<file path="config.mk">
export PLATFORM = sky130hd
export DESIGN_NAME = rchf_framer
export DESIGN_NICKNAME = d
export VERILOG_FILES = /design/src/common/rchf_pkg.sv /design/src/hdl/rchf_framer.sv
export SDC_FILE = /design/constraint.sdc
export NUM_CORES = 1
export LEC_CHECK = 0
export ABC_AREA = 1
export ABC_CLOCK_PERIOD_IN_PS = 8900
export BUFFER_PORTS_ARGS = -buffer_cell sky130_fd_sc_hd__buf_2
export CAP_MARGIN = 0
export CORE_ASPECT_RATIO = 0.6
export CORE_MARGIN = 2
export CORE_UTILIZATION = 45
export DETAILED_ROUTE_END_ITERATION = 7
export GPL_TIMING_DRIVEN = 0
export HOLD_SLACK_MARGIN = 0.1
export PLACE_DENSITY = 0.8
export RECOVER_POWER = 50
export SLEW_MARGIN = 20
export SYNTH_ARGS = -nofsm -noshare
export SYNTH_HDL_FRONTEND = slang
export SYNTH_SLANG_ARGS = --single-unit
</file>
<file path="constraint.sdc">
create_clock -name core_clk -period 8.9 [get_ports core_clk]
set_input_delay 2.225 -clock core_clk [delete_from_list [all_inputs] [get_ports core_clk]]
set_output_delay 2.225 -clock core_clk [all_outputs]
set_load 0.05 [all_outputs]
</file>
<file path="src/common/rchf_pkg.sv">
// Shared constants and carrier types of the return-link cell framer.
// Assumes one clock domain; every user of these types imports rchf_pkg::*.
package rchf_pkg;

  // Cell geometry, native cell mode and transport-stream mode
  localparam int unsigned CELL_LEN     = 53;
  localparam int unsigned ATM_HDR_LEN  = 5;
  localparam int unsigned ATM_PAY_LEN  = 48;
  localparam int unsigned TS_HDR_LEN   = 4;
  localparam int unsigned TS_PAY_LEN   = 184;
  localparam int unsigned BUF_DEPTH    = 2;

  // Header check coding
  localparam logic [7:0]  HEC_POLY     = 8'h07;
  localparam logic [7:0]  HEC_COSET    = 8'h55;
  localparam logic [3:0]  GFC_RSVD     = 4'h0;
  localparam logic        CONG_BIT     = 1'b0;
  localparam logic        CLP_BIT      = 1'b0;

  // Default connection signalling circuit
  localparam logic [7:0]  SIG_VPI      = 8'h00;
  localparam logic [15:0] SIG_VCI      = 16'h0005;

  // Transport-stream header fields
  localparam logic [7:0]  TS_SYNC      = 8'h47;
  localparam logic [1:0]  TS_SCRAMBLE  = 2'h0;
  localparam logic [1:0]  TS_AFC_PAY   = 2'h1;

  // Reserved addresses
  localparam logic [7:0]  GROUP_RSVD   = 8'hFF;
  localparam logic [15:0] MEMBER_CONT  = 16'hFFFF;
  localparam logic [47:0] MAC_BCAST    = 48'hFFFF_FFFF_FFFF;

  // Framer states, Gray along idle -> header -> payload
  typedef enum logic [1:0] {
    ST_IDLE = 2'b00,
    ST_HDR  = 2'b01,
    ST_PAY  = 2'b11
  } rchf_state_t;

  // Byte on the outgoing stream
  typedef struct packed {
    logic       sof;
    logic       eof;
    logic [7:0] data;
  } rchf_byte_t;

  // Per-cell request
  typedef struct packed {
    logic ctrl;        // control_management_burst when set
    logic frame_end;   // frame_end_indication
    logic frame_start; // first packet of a datagram (transport-stream mode)
  } rchf_cell_t;

  // Logon assignment
  typedef struct packed {
    logic [7:0]  terminal_group_address;
    logic [15:0] member_address;
    logic        vc_valid;
    logic [7:0]  vpi;
    logic [15:0] vci;
    logic [12:0] pid_trf;
    logic [12:0] pid_ctl;
  } rchf_assign_t;

endpackage : rchf_pkg

</file>
<file path="src/hdl/rchf_framer.sv">
// Return-link cell framer with logon addressing and burst-plan slot check.
// Assumes synchronous inputs on core_clk and a single synchronous reset.
//
// Notes on behaviour
// Native cells are 53 bytes: 5 header bytes then 48 payload bytes.
// Generic flow control is reserved unless the security mechanism is active.
// VPI and VCI come from the logon assignment or higher-layer signalling.
// The network never gives one VPI/VCI pair to two terminals at once.
// Octet 4 bit 2 carries the frame-end indication of the last cell.
// Octet 4 bit 3, congestion, is always zero.
// Octet 4 bit 4 is 0 for traffic, 1 for control/management bursts.
// Cell loss priority is always zero.
// Fifth header byte is the header error check over four bytes.
// Check is CRC-8 with x^8+x^2+x+1, then XOR 0x55.
// Routed datagrams go in the payload with no protocol identification header.
// Transport-stream mode uses the traffic and control packet ids from logon.
// Assigned VPI/VCI replaces the default 0/5 signalling circuit.
// No return-link transmission unless control information is received correctly; bytes of a fully written cell still drain.
// Group address is 8 bits; 0xFF is reserved and never assigned.
// Member address is 16 bits; 0xFFFF means contention access.
// Logon addresses are kept and used to match messages until logoff.
// Unicast forward user data uses the terminal's own MAC address.
// All-ones broadcast MAC address is accepted as the terminal's own.
// A slot grant covers start slot plus repetition-factor consecutive slots; the code grants bp_reps slots in all, start slot included.
// Without security, generic flow control is driven to zeros.
`timescale 1ns/1ps
module rchf_framer #(
  parameter int unsigned SLOT_W = 16,
  parameter int unsigned REP_W  = 8
) (
  // Clock and reset
  input  wire logic                  core_clk,
  input  wire logic                  resetn,
  // Mode and status
  input  wire logic                  ctrl_rx_ok,
  input  wire logic                  mpeg_mode,
  input  wire logic                  security_on,
  input  wire logic [3:0]            security_gfc,
  output      logic                  logged_on_ff,
  output      logic                  tx_enable_ff,
  // Logon assignment and logoff
  input  wire logic                  assign_stb,
  input  wire rchf_pkg::rchf_assign_t assign_in,
  input  wire logic                  logoff_stb,
  output      logic                  assign_err_ff,
  output      logic                  contention_ff,
  // Cell requests
  input  wire logic                  cell_req,
  input  wire rchf_pkg::rchf_cell_t  cell_in,
  output      logic                  cell_ack_ff,
  output      logic                  cell_abort_ff,
  // Payload bytes in
  input  wire logic                  in_valid,
  input  wire logic [7:0]            in_data,
  output      logic                  in_ready_ff,
  // Cell bytes out
  output      logic                  out_valid_ff,
  output      rchf_pkg::rchf_byte_t  out_byte_ff,
  input  wire logic                  out_ready,
  // Forward-link address check
  input  wire logic                  fwd_check,
  input  wire logic [47:0]           fwd_mac,
  input  wire logic [47:0]           own_mac,
  input  wire logic [7:0]            fwd_group,
  input  wire logic [15:0]           fwd_member,
  output      logic                  mac_hit_ff,
  output      logic                  logical_hit_ff,
  // Burst plan
  input  wire logic                  bp_load,
  input  wire logic [SLOT_W-1:0]     bp_start,
  input  wire logic [REP_W-1:0]      bp_reps,
  input  wire logic                  slot_tick,
  input  wire logic [SLOT_W-1:0]     cur_slot,
  output      logic                  slot_grant_ff
);
  import rchf_pkg::*;

  // CRC-8 over 32 header bits, most significant first, then coset
  function automatic logic [7:0] hec_calc(input logic [31:0] hdr);
    logic [7:0] crc;
    crc = 8'h00;
    for (int i = 31; i >= 0; i--) begin
      if (crc[7] ^ hdr[i])
        crc = {crc[6:0], 1'b0} ^ HEC_POLY;
      else
        crc = {crc[6:0], 1'b0};
    end
    return crc ^ HEC_COSET;
  endfunction : hec_calc

  // Exact match or all-ones broadcast on a MAC address
  function automatic logic mac_match(input logic [47:0] a, input logic [47:0] mine);
    return (a == mine) || (a == MAC_BCAST);
  endfunction : mac_match

  rchf_assign_t        asg_ff;
  rchf_state_t         state_ff;
  rchf_state_t         nxt_state;
  logic [7:0]          idx_ff;
  logic [7:0]          nxt_idx;
  logic [7:0]          hdr_ff [ATM_HDR_LEN];
  logic [7:0]          hdr_last_ff;
  logic [7:0]          pay_last_ff;
  logic [3:0]          cc_ff [2];
  logic                ts_ctl_ff;
  rchf_byte_t          skid_ff;
  logic                skid_v_ff;
  logic                wr_en;
  rchf_byte_t          wr_byte;
  logic                rd_en;
  logic [1:0]          cnt;
  logic [1:0]          nxt_cnt;
  logic                abort;
  logic [SLOT_W-1:0]   bp_start_ff;
  logic [REP_W-1:0]    bp_reps_ff;
  logic [SLOT_W-1:0]   slot_off;
  logic [7:0]          vpi_sel;
  logic [15:0]         vci_sel;
  logic [3:0]          gfc_sel;
  logic [12:0]         pid_sel;
  logic [31:0]         hdr_word;

  // Logon assignment held until logoff
  // reserved group refused
  // member width and contention value
  // hold until logoff
  always_ff @(posedge core_clk)
  begin
    if (!resetn)
    begin
      logged_on_ff  <= 1'b0;
      asg_ff        <= '0;
      assign_err_ff <= 1'b0;
      contention_ff <= 1'b0;
    end
    else
    begin
      assign_err_ff <= 1'b0;
      if (logoff_stb)
      begin
        logged_on_ff  <= 1'b0;
        asg_ff        <= '0;
        contention_ff <= 1'b0;
      end
      else if (assign_stb)
      begin
        if (assign_in.terminal_group_address == GROUP_RSVD)
          assign_err_ff <= 1'b1;
        else
        begin
          logged_on_ff  <= 1'b1;
          asg_ff        <= assign_in;
          contention_ff <= (assign_in.member_address == MEMBER_CONT);
        end
      end
    end
  end

  // transmit only with good control reception
  always_ff @(posedge core_clk)
  begin
    if (!resetn)
      tx_enable_ff <= 1'b0;
    else
      tx_enable_ff <= ctrl_rx_ok && logged_on_ff && !logoff_stb;
  end

  // Header field selection for a new cell
  always_comb
  begin
    // defaults until a circuit is assigned
    // assigned circuit
    if (asg_ff.vc_valid)
    begin
      vpi_sel = asg_ff.vpi;
      vci_sel = asg_ff.vci;
    end
    else
    begin
      vpi_sel = SIG_VPI;
      vci_sel = SIG_VCI;
    end
    // security meaning of flow control
    // zero when reserved
    gfc_sel = security_on ? security_gfc : GFC_RSVD;
    // logon packet ids
    pid_sel = cell_in.ctrl ? asg_ff.pid_ctl : asg_ff.pid_trf;
    // frame end in bit 2
    // congestion bit zero
    // control burst bit 4
    // loss priority zero
    hdr_word = {gfc_sel, vpi_sel, vci_sel, cell_in.ctrl, CONG_BIT,
                cell_in.frame_end, CLP_BIT};
  end

  assign cnt     = 2'(out_valid_ff) + 2'(skid_v_ff);
  assign rd_en   = out_valid_ff && out_ready;
  assign nxt_cnt = cnt + 2'(wr_en) - 2'(rd_en);
  assign abort   = !tx_enable_ff && (state_ff != ST_IDLE);

  // Cell sequencing
  always_comb
  begin
    nxt_state = state_ff;
    nxt_idx   = idx_ff;
    wr_en     = 1'b0;
    wr_byte   = '0;
    case (state_ff)
      ST_IDLE:
      begin
        if (cell_req && tx_enable_ff)
        begin
          nxt_state = ST_HDR;
          nxt_idx   = 8'h00;
        end
      end
      ST_HDR:
      begin
        if (cnt < 2'(BUF_DEPTH))
        begin
          wr_en        = 1'b1;
          wr_byte.data = hdr_ff[3'(idx_ff)];
          wr_byte.sof  = (idx_ff == 8'h00);
          if (idx_ff == hdr_last_ff)
          begin
            nxt_state = ST_PAY;
            nxt_idx   = 8'h00;
          end
          else
            nxt_idx = idx_ff + 8'h01;
        end
      end
      ST_PAY:
      begin
        // payload passes through untouched
        if (in_valid && in_ready_ff)
        begin
          wr_en        = 1'b1;
          wr_byte.data = in_data;
          wr_byte.eof  = (idx_ff == pay_last_ff);
          if (idx_ff == pay_last_ff)
            nxt_state = ST_IDLE;
          else
            nxt_idx = idx_ff + 8'h01;
        end
      end
      default:
        nxt_state = ST_IDLE;
    endcase
  end

  always_ff @(posedge core_clk)
  begin
    if (!resetn || abort)
    begin
      state_ff    <= ST_IDLE;
      idx_ff      <= 8'h00;
      in_ready_ff <= 1'b0;
    end
    else
    begin
      state_ff    <= nxt_state;
      idx_ff      <= nxt_idx;
      in_ready_ff <= (nxt_state == ST_PAY) && (nxt_cnt < 2'(BUF_DEPTH));
    end
  end

  always_ff @(posedge core_clk)
  begin
    if (!resetn)
    begin
      cell_ack_ff   <= 1'b0;
      cell_abort_ff <= 1'b0;
    end
    else
    begin
      cell_ack_ff   <= (state_ff == ST_IDLE) && cell_req && tx_enable_ff;
      cell_abort_ff <= abort;
    end
  end

  // Header latched when a cell is taken
  // 5 + 48 byte cell
  // check byte fifth
  // CRC-8 with coset
  always_ff @(posedge core_clk)
  begin
    if (!resetn)
    begin
      for (int i = 0; i < ATM_HDR_LEN; i++)
        hdr_ff[i] <= 8'h00;
      hdr_last_ff <= 8'(ATM_HDR_LEN - 1);
      pay_last_ff <= 8'(ATM_PAY_LEN - 1);
      ts_ctl_ff   <= 1'b0;
    end
    else if ((state_ff == ST_IDLE) && cell_req && tx_enable_ff)
    begin
      ts_ctl_ff <= cell_in.ctrl;
      if (mpeg_mode)
      begin
        hdr_ff[0]   <= TS_SYNC;
        hdr_ff[1]   <= {1'b0, cell_in.frame_start, 1'b0, pid_sel[12:8]};
        hdr_ff[2]   <= pid_sel[7:0];
        hdr_ff[3]   <= {TS_SCRAMBLE, TS_AFC_PAY, cc_ff[cell_in.ctrl]};
        hdr_ff[4]   <= 8'h00;
        hdr_last_ff <= 8'(TS_HDR_LEN - 1);
        pay_last_ff <= 8'(TS_PAY_LEN - 1);
      end
      else
      begin
        hdr_ff[0]   <= hdr_word[31:24];
        hdr_ff[1]   <= hdr_word[23:16];
        hdr_ff[2]   <= hdr_word[15:8];
        hdr_ff[3]   <= hdr_word[7:0];
        hdr_ff[4]   <= hec_calc(hdr_word);
        hdr_last_ff <= 8'(ATM_HDR_LEN - 1);
        pay_last_ff <= 8'(ATM_PAY_LEN - 1);
      end
    end
  end

  // Continuity counters, one per packet id, advance on completed packets
  generate
    for (genvar g = 0; g < 2; g++)
    begin : g_cc
      always_ff @(posedge core_clk)
      begin
        if (!resetn)
          cc_ff[g] <= 4'h0;
        else if (wr_en && wr_byte.eof && mpeg_mode && (ts_ctl_ff == 1'(g)))
          cc_ff[g] <= cc_ff[g] + 4'h1;
      end
    end
  endgenerate

  // Two-entry buffer: output register plus skid entry; flushed on abort
  // flushed once tx_enable_ff drops mid-cell; bytes of a fully written cell still drain
  always_ff @(posedge core_clk)
  begin
    if (!resetn || abort)
    begin
      out_valid_ff <= 1'b0;
      out_byte_ff  <= '0;
      skid_v_ff    <= 1'b0;
      skid_ff      <= '0;
    end
    else if (rd_en || !out_valid_ff)
    begin
      if (skid_v_ff)
      begin
        out_valid_ff <= 1'b1;
        out_byte_ff  <= skid_ff;
        skid_v_ff    <= wr_en;
        skid_ff      <= wr_byte;
      end
      else
      begin
        out_valid_ff <= wr_en;
        out_byte_ff  <= wr_en ? wr_byte : out_byte_ff;
        skid_v_ff    <= 1'b0;
      end
    end
    else if (wr_en)
    begin
      skid_v_ff <= 1'b1;
      skid_ff   <= wr_byte;
    end
  end

  // Forward-link address recognition
  always_ff @(posedge core_clk)
  begin
    if (!resetn)
    begin
      mac_hit_ff     <= 1'b0;
      logical_hit_ff <= 1'b0;
    end
    else
    begin
      // own unicast address
      // broadcast accepted
      mac_hit_ff     <= fwd_check && mac_match(fwd_mac, own_mac);
      // logical match while logged on
      logical_hit_ff <= fwd_check && logged_on_ff
                        && (fwd_group == asg_ff.terminal_group_address)
                        && (fwd_member == asg_ff.member_address);
    end
  end

  // Burst-plan assignment and slot grant
  assign slot_off = cur_slot - bp_start_ff;

  always_ff @(posedge core_clk)
  begin
    if (!resetn || logoff_stb)
    begin
      bp_start_ff   <= '0;
      bp_reps_ff    <= '0;
      slot_grant_ff <= 1'b0;
    end
    else
    begin
      if (bp_load)
      begin
        bp_start_ff <= bp_start;
        bp_reps_ff  <= bp_reps;
      end
      // start plus repetition window
      slot_grant_ff <= slot_tick && logged_on_ff && (cur_slot >= bp_start_ff)
                       && (slot_off < SLOT_W'(bp_reps_ff));
    end
  end

endmodule : rchf_framer

</file>
Word level (Yosys, flattened, before mapping) --
Memory sizes are Yosys's and may differ from the RTL's. A register that Yosys moved wholly into a read port is not among the register bits. Cells that the tools add are included.
Cells by class: $lt $le $gt $ge 4, bitwise logic cells 77, add/sub/neg operators 7, reduce and logical (&&, ||, !) cells 40, equality and inequality tests 16, muxes and demuxes 193
Operator list (number):
- 2-to-1 mux 8 bit | 114
- 2-to-1 mux 3 bit | 35
- NOT 3 bit | 31
- == test 48 bit | 1
- == test 48 bit, second input constant | 1
- 2-to-1 mux 10 bit | 4
- bitwise XOR 1 bit | 29
- 2-to-1 mux 1 bit | 25
- == test 8 bit | 3
- case mux 8 bit (3 select lines) | 1
- logical AND 1 bit | 20
- == test 16 bit | 1
- == test 16 bit, second input constant | 1
- >= comparator 16 bit | 1
- < comparator 16 x 8 -> 1 bit | 1
- 2-to-1 mux 16 bit | 1
- case mux 8 bit (2 select lines) | 1
- subtractor 16 bit | 1
- 2-to-1 mux 13 bit | 1
- 2-to-1 mux 4 bit | 3
- OR 1 bit | 12
- 2-to-1 mux 2 bit | 5
- inequality test 2 bit, second input constant | 5
- 2-to-1 mux 9 bit | 1
- 23 further kinds | 39
Word-level totals: memories kept 2, memory bits (writable) 48, input port bits 263, flip-flop bits (word level) 158, word-level logic and storage cells 371, output and inout bits 21
Memories:
- hdr_ff | words 5, width 8, read ports 1, clocked after Yosys merged registers in 1, write ports 5, RTL line rchf_framer.sv:101 | logic [7:0] hdr_ff [ATM_HDR_LEN];
- cc_ff | words 2, width 4, read ports 3, clocked after Yosys merged registers in 0, write ports 2, RTL line rchf_framer.sv:104 | logic [3:0] cc_ff [2];

Logic depth before layout (Yosys ltp) --
depth after elaboration 162, depth in mapped cells 25, mapped depth without buffers 24

Least setup slack after synthesis --
No wires, ideal clock.
path type in2reg, start point input cur_slot[0], end point register slot_grant_ff, path buffers 0, cell stages on the path 16, arrival 4.501 ns, required time 8.836 ns, library setup time 0.064 ns, path slack 4.335 ns, cell sequence inv_1 > ha_1 > fa_1 > o21ai_0 > a21oi_1 > xnor2_1 > ha_1 > a21oi_1 > o21ai_0 > nor3_1 > nand2_1 > nor3_1 > nand4_1 > a211oi_1 > nand4_1 > nor2_1
On the way: word-level cells in the longest chain between the ends 3, elaborated cells on any way between the ends 5, classes of those cells add/sub: 1; order compare: 2; reduce/logical: 2
RTL lines:
- start, declared | RTL line rchf_framer.sv:73 | input wire logic [SLOT_W-1:0] cur_slot,
- subtractor 16 bit / >= comparator 16 bit (equally long branches) | RTL line rchf_framer.sv:391, rchf_framer.sv:409
- < comparator 16 x 8 -> 1 bit / logical AND 1 bit (equally long branches) | RTL line rchf_framer.sv:410, rchf_framer.sv:409
- logical AND 1 bit (*) | RTL line rchf_framer.sv:410 | && (slot_off < SLOT_W'(bp_reps_ff));
- end signal, assigned | RTL line rchf_framer.sv:409 | slot_grant_ff <= slot_tick && logged_on_ff && (cur_slot >= bp_start_ff)
- end, declared | RTL line rchf_framer.sv:74 | output logic slot_grant_ff
Every way passes the cells marked *; elsewhere a longest branch is shown, timed or not. A chain may end at the register's enable or synchronous reset.

Final worst setup path --
Ends and elaborated chain as after synthesis.

==> run summary <==
The most common cell in the synthesized netlist is sky130_fd_sc_hd__nand2_1. For hold timing, the worst endpoint is bp_start_ff[8]. The number of cells upsized or downsized after cts came out at 0. The worst clock skew on the final layout is 0.0211 ns.

The worst register-to-register path begins at bp_start_ff[0]. The tightest slew margin relative to the limit is a little over a tenth. The summed negative setup slack over all endpoints is 0 ns.

The mean instance size in the synthesized netlist is between 7 and 8 um2. The start point of the worst min-delay path is bp_start_ff[8]. The via count of the first global-routing pass was 11319.

Summing all multi-input logic gate instances after layout gives around 0.0060 mm2. The hold violation count in the final report is 0. The min-delay analysis places its worst path in the category flop to flop. The maximum number of pins on one net before global-route repair came out at 25. Clock-pin slew was measured on the worst setup and hold paths at 0.08 ns.

The capturing point of the worst reg2reg path is slot_grant_ff. The area of the core region came out at roughly 0.024 mm2. The clock latency reported for the late side of the worst-skew pair is 0.46 ns. The floorplan step defined a die boundary enclosing between 0.02 and 0.03 mm2. The number of placed instances, taps included, is 2142. The cell type with the highest aggregate area in the netlist is sky130_fd_sc_hd__dfxtp_1. The power per cell area came out at 162 mW/mm2.

The number of buffers added on ports is roughly 280. The worst vdd rail ir drop came out at between 100 and 150 uV. The total number of clock tree sinks came out at between 150 and 200. In the synthesized netlist the async set-or-reset flop fraction comes to 0%. The number of H-tree branching levels is 4. The post-layout minimum cycle time is 4.55 ns. The number of nets in the synthesized netlist came out at 1830.

The iteration-0 DRC count of the detailed router is around 1200. The number of buffers added by the clock tree synthesis step is 17. STA puts the critical path data required time at roughly 9.3 ns. Setup repair after global routing left no endpoint under its margin.

The initial antenna violation count came to 6. The number of top-level pins came out at about 280. The initial core utilization came out at between 40% and 50%. The post-layout net count came out at roughly 2100. The total track usage is 27.1%. The register bit total from synthesis came out at 195. The cell depth of the worst min-delay path came out at 2. In the final layout, the share of cells above drive strength 1 is ~19%. The first-pass GRT wire length came out at roughly 56000 um. The analysis attributes to cell leakage a power of between 6 and 7 nW. The area added between synthesis and finish came out at 21.6%. The clock root buffer is sky130_fd_sc_hd__clkbuf_16. The number of synthesized flops with an enable pin came out at 48. The highest layer touched by signal routing is met4. By area the synthesized netlist is led by sky130_fd_sc_hd__dfxtp_1, sky130_fd_sc_hd__edfxtp_1, sky130_fd_sc_hd__nand2_1, sky130_fd_sc_hd__nor2_1, sky130_fd_sc_hd__o21ai_0. The setup violation total in the final timing report came out at 0. In the finished design, the share of the clock period the worst path needs comes to between 50% and 60%.

The biggest fanout along the worst timing path is 3. The total via count in the routed design is between 10000 and 15000. The worst setup path is launched from an input pin. The average detailed-routed wire length per instance is 16.4 um. The HPWL after detailed placement came out at roughly 29000 um. The number of standard-cell rows in the floorplan is 44.

The routed length on met2 came out at between 10000 and 15000 um. In this run, post-CTS hold repair placed 0 buffers. The length of routed wiring on met1 is approximately 16000 um. TritonCTS built the clock tree. The measured slew at the worst slew-check pin is 1.34 ns. Among all flip-flop cells after synthesis, the most frequent one is sky130_fd_sc_hd__dfxtp_1. Before antenna repair, the detailed router went through 6 iterations. Once detail routing completed, the nets flagged for antenna violations numbered 0. The post-CTS setup repair buffer count came out at 0. The setup slack on the worst flop-to-flop path came out at slightly below 6 ns. The sequential cell area fraction in the yosys report is between 30 and 40%. The max-slew violation total from the final report came out at 0. Ranked by instance count, the synthesized netlist is headed by sky130_fd_sc_hd__nand2_1, sky130_fd_sc_hd__nor2_1, sky130_fd_sc_hd__dfxtp_1, sky130_fd_sc_hd__o21ai_0, sky130_fd_sc_hd__inv_1. The flow ran to the end, and the final reports show no timing, DRC or antenna violations.

Yosys printed 0 warnings. Summed over its instances, the top area cell type makes up 26.3% of the synthesized netlist area. The routability-driven placement congestion ratio is around 1.0. The number of vias per cell is 5.41. The overflow left after global routing came out at 0. The count of unique library cells instantiated by Yosys is slightly below 50.

The number of remaining DRC errors is 0. The upper clock frequency limit is about 0.22 GHz. After filler insertion, the fill cell instance count of the layout stands at between 2000 and 2500. The total wire length came out at about 36000 um. The storage element area is between 0.004 and 0.005 mm2. Excluding fillers, the count of instances in the completed layout stands at 2181. In the detailed route, the total length drawn on met3 is roughly 3800 um. The kind of end point of the critical path is a flop. The cell depth of the worst flop-to-flop path came out at 15. The gate count after technology mapping is approximately 1500. The critical path is of the input pin to flop type. The arrival time at the worst endpoint is about 4.9 ns.

The synthesized cell area came out at 0.0112 mm2. The x dimension of the die came out at just over 200 um. The die is ~130 um tall. The max-capacitance violation count is 0. Counting along the longest clock path gives a buffer depth of 2.
-- cells by family (layout without fill, tap and decap cells) --
logic type	count (synthesis)	count (layout)	synth area share (%)
XOR/XNOR	85	85	7.22
AO/OA/AOI/OAI	315	315	15.8
AND/OR/NAND/NOR	706	706	27.3
other	0	7	0
adder cells (fa/ha/maj)	30	30	3.42
buffers and inverters	206	521	7.12
flip-flops	195	195	39.1
-- worst max-delay path by stage --
stage	from	end	slack, ns
6_report	cur_slot[0]	slot_grant_ff	4.35
3_3_place_gp	cur_slot[0]	slot_grant_ff	3.88
3_5_place_dp	cur_slot[0]	slot_grant_ff	3.88
5_1_grt	cur_slot[0]	slot_grant_ff	4.07
4_1_cts	cur_slot[0]	slot_grant_ff	4.38
2_1_floorplan	cur_slot[0]	slot_grant_ff	4.33
-- cell type report --
class	instances	area share (%)
timing repair buffer	283	10.2
sequential	195	32.2
clock buffer	17	3.12
buffer	53	1.64
antenna	7	0.129
inverter	153	4.22
multi-input combinational	1136	44.2
tap	322	2.96
clock inverter	15	1.39
-- worst max-delay path: stages --
cell                       delay (ns)
sky130_fd_sc_hd__buf_2           0.08
sky130_fd_sc_hd__inv_1           0.03
sky130_fd_sc_hd__ha_1            0.24
sky130_fd_sc_hd__fa_1            0.41
sky130_fd_sc_hd__o21ai_0         0.38
sky130_fd_sc_hd__a21oi_1         0.17
sky130_fd_sc_hd__xnor2_1         0.17
sky130_fd_sc_hd__ha_1            0.18
sky130_fd_sc_hd__a21oi_1         0.11
sky130_fd_sc_hd__o21ai_0         0.09
sky130_fd_sc_hd__nor3_1          0.14
sky130_fd_sc_hd__nand2_1         0.07
sky130_fd_sc_hd__nor3_1          0.12
sky130_fd_sc_hd__nand4_1         0.10
sky130_fd_sc_hd__a211oi_1        0.18
sky130_fd_sc_hd__nand4_1         0.12
sky130_fd_sc_hd__nor2_1          0.09
-- per-layer routing --
layer,up-vias,track usage [%]
met5,-,0
met4,0,9.68
met3,73,7.06
met2,558,40.4
met1,5443,37.8
li1,5718,-
-- cells in the final DEF (no fill, tap or decap), drive strengths merged, types with 29 or more instances in the layout --
master	Yosys	final
dfxtp	147	147
a21oi	108	108
inv	148	156
clkbuf	46	87
o21ai	150	150
edfxtp	48	48
nand2	319	319
buf	7	266
ha	29	29
xnor2	60	60
nand4	34	34
nand3	82	82
nor2	232	232
-- stage by stage --
step | area [um2] | setup slack [ns] | util (%) | power, mW | hold WS [ns]
finish | 13600 | 4.35 | 56.0 | 2.21 | 0.465
global route | 13600 | 4.07 | 56.0 | 2.30 | 0.480
CTS | 13700 | 4.38 | 56.1 | 2.20 | 0.467
detailed placement | 13000 | 3.88 | 53.6 | 1.41 | 0.456
global placement | 13000 | 3.88 | 53.5 | 1.40 | 0.449
floorplan | 11200 | 4.33 | - | 1.26 | 0.435
-- flip-flops by register name, indices dropped and copies added (netlist names), 2 cells and up, named ones only --
signal       flops
asg_ff          75
bp_reps_ff       8
bp_start_ff     16
cc_ff            8
hdr_ff          40
idx_ff           8
out_byte_ff     10
skid_ff         10
state_ff         2
-- where the power goes --
| group | switching [mW] | internal [mW] | leakage [nW] |
|---|---|---|---|
| Clock | 0.397 | 0.407 | 0.302 |
| Sequential | 0.0171 | 0.934 | 1.69 |
| Combinational | 0.277 | 0.175 | 4.21 |
(Power assumes the default switching activity.)
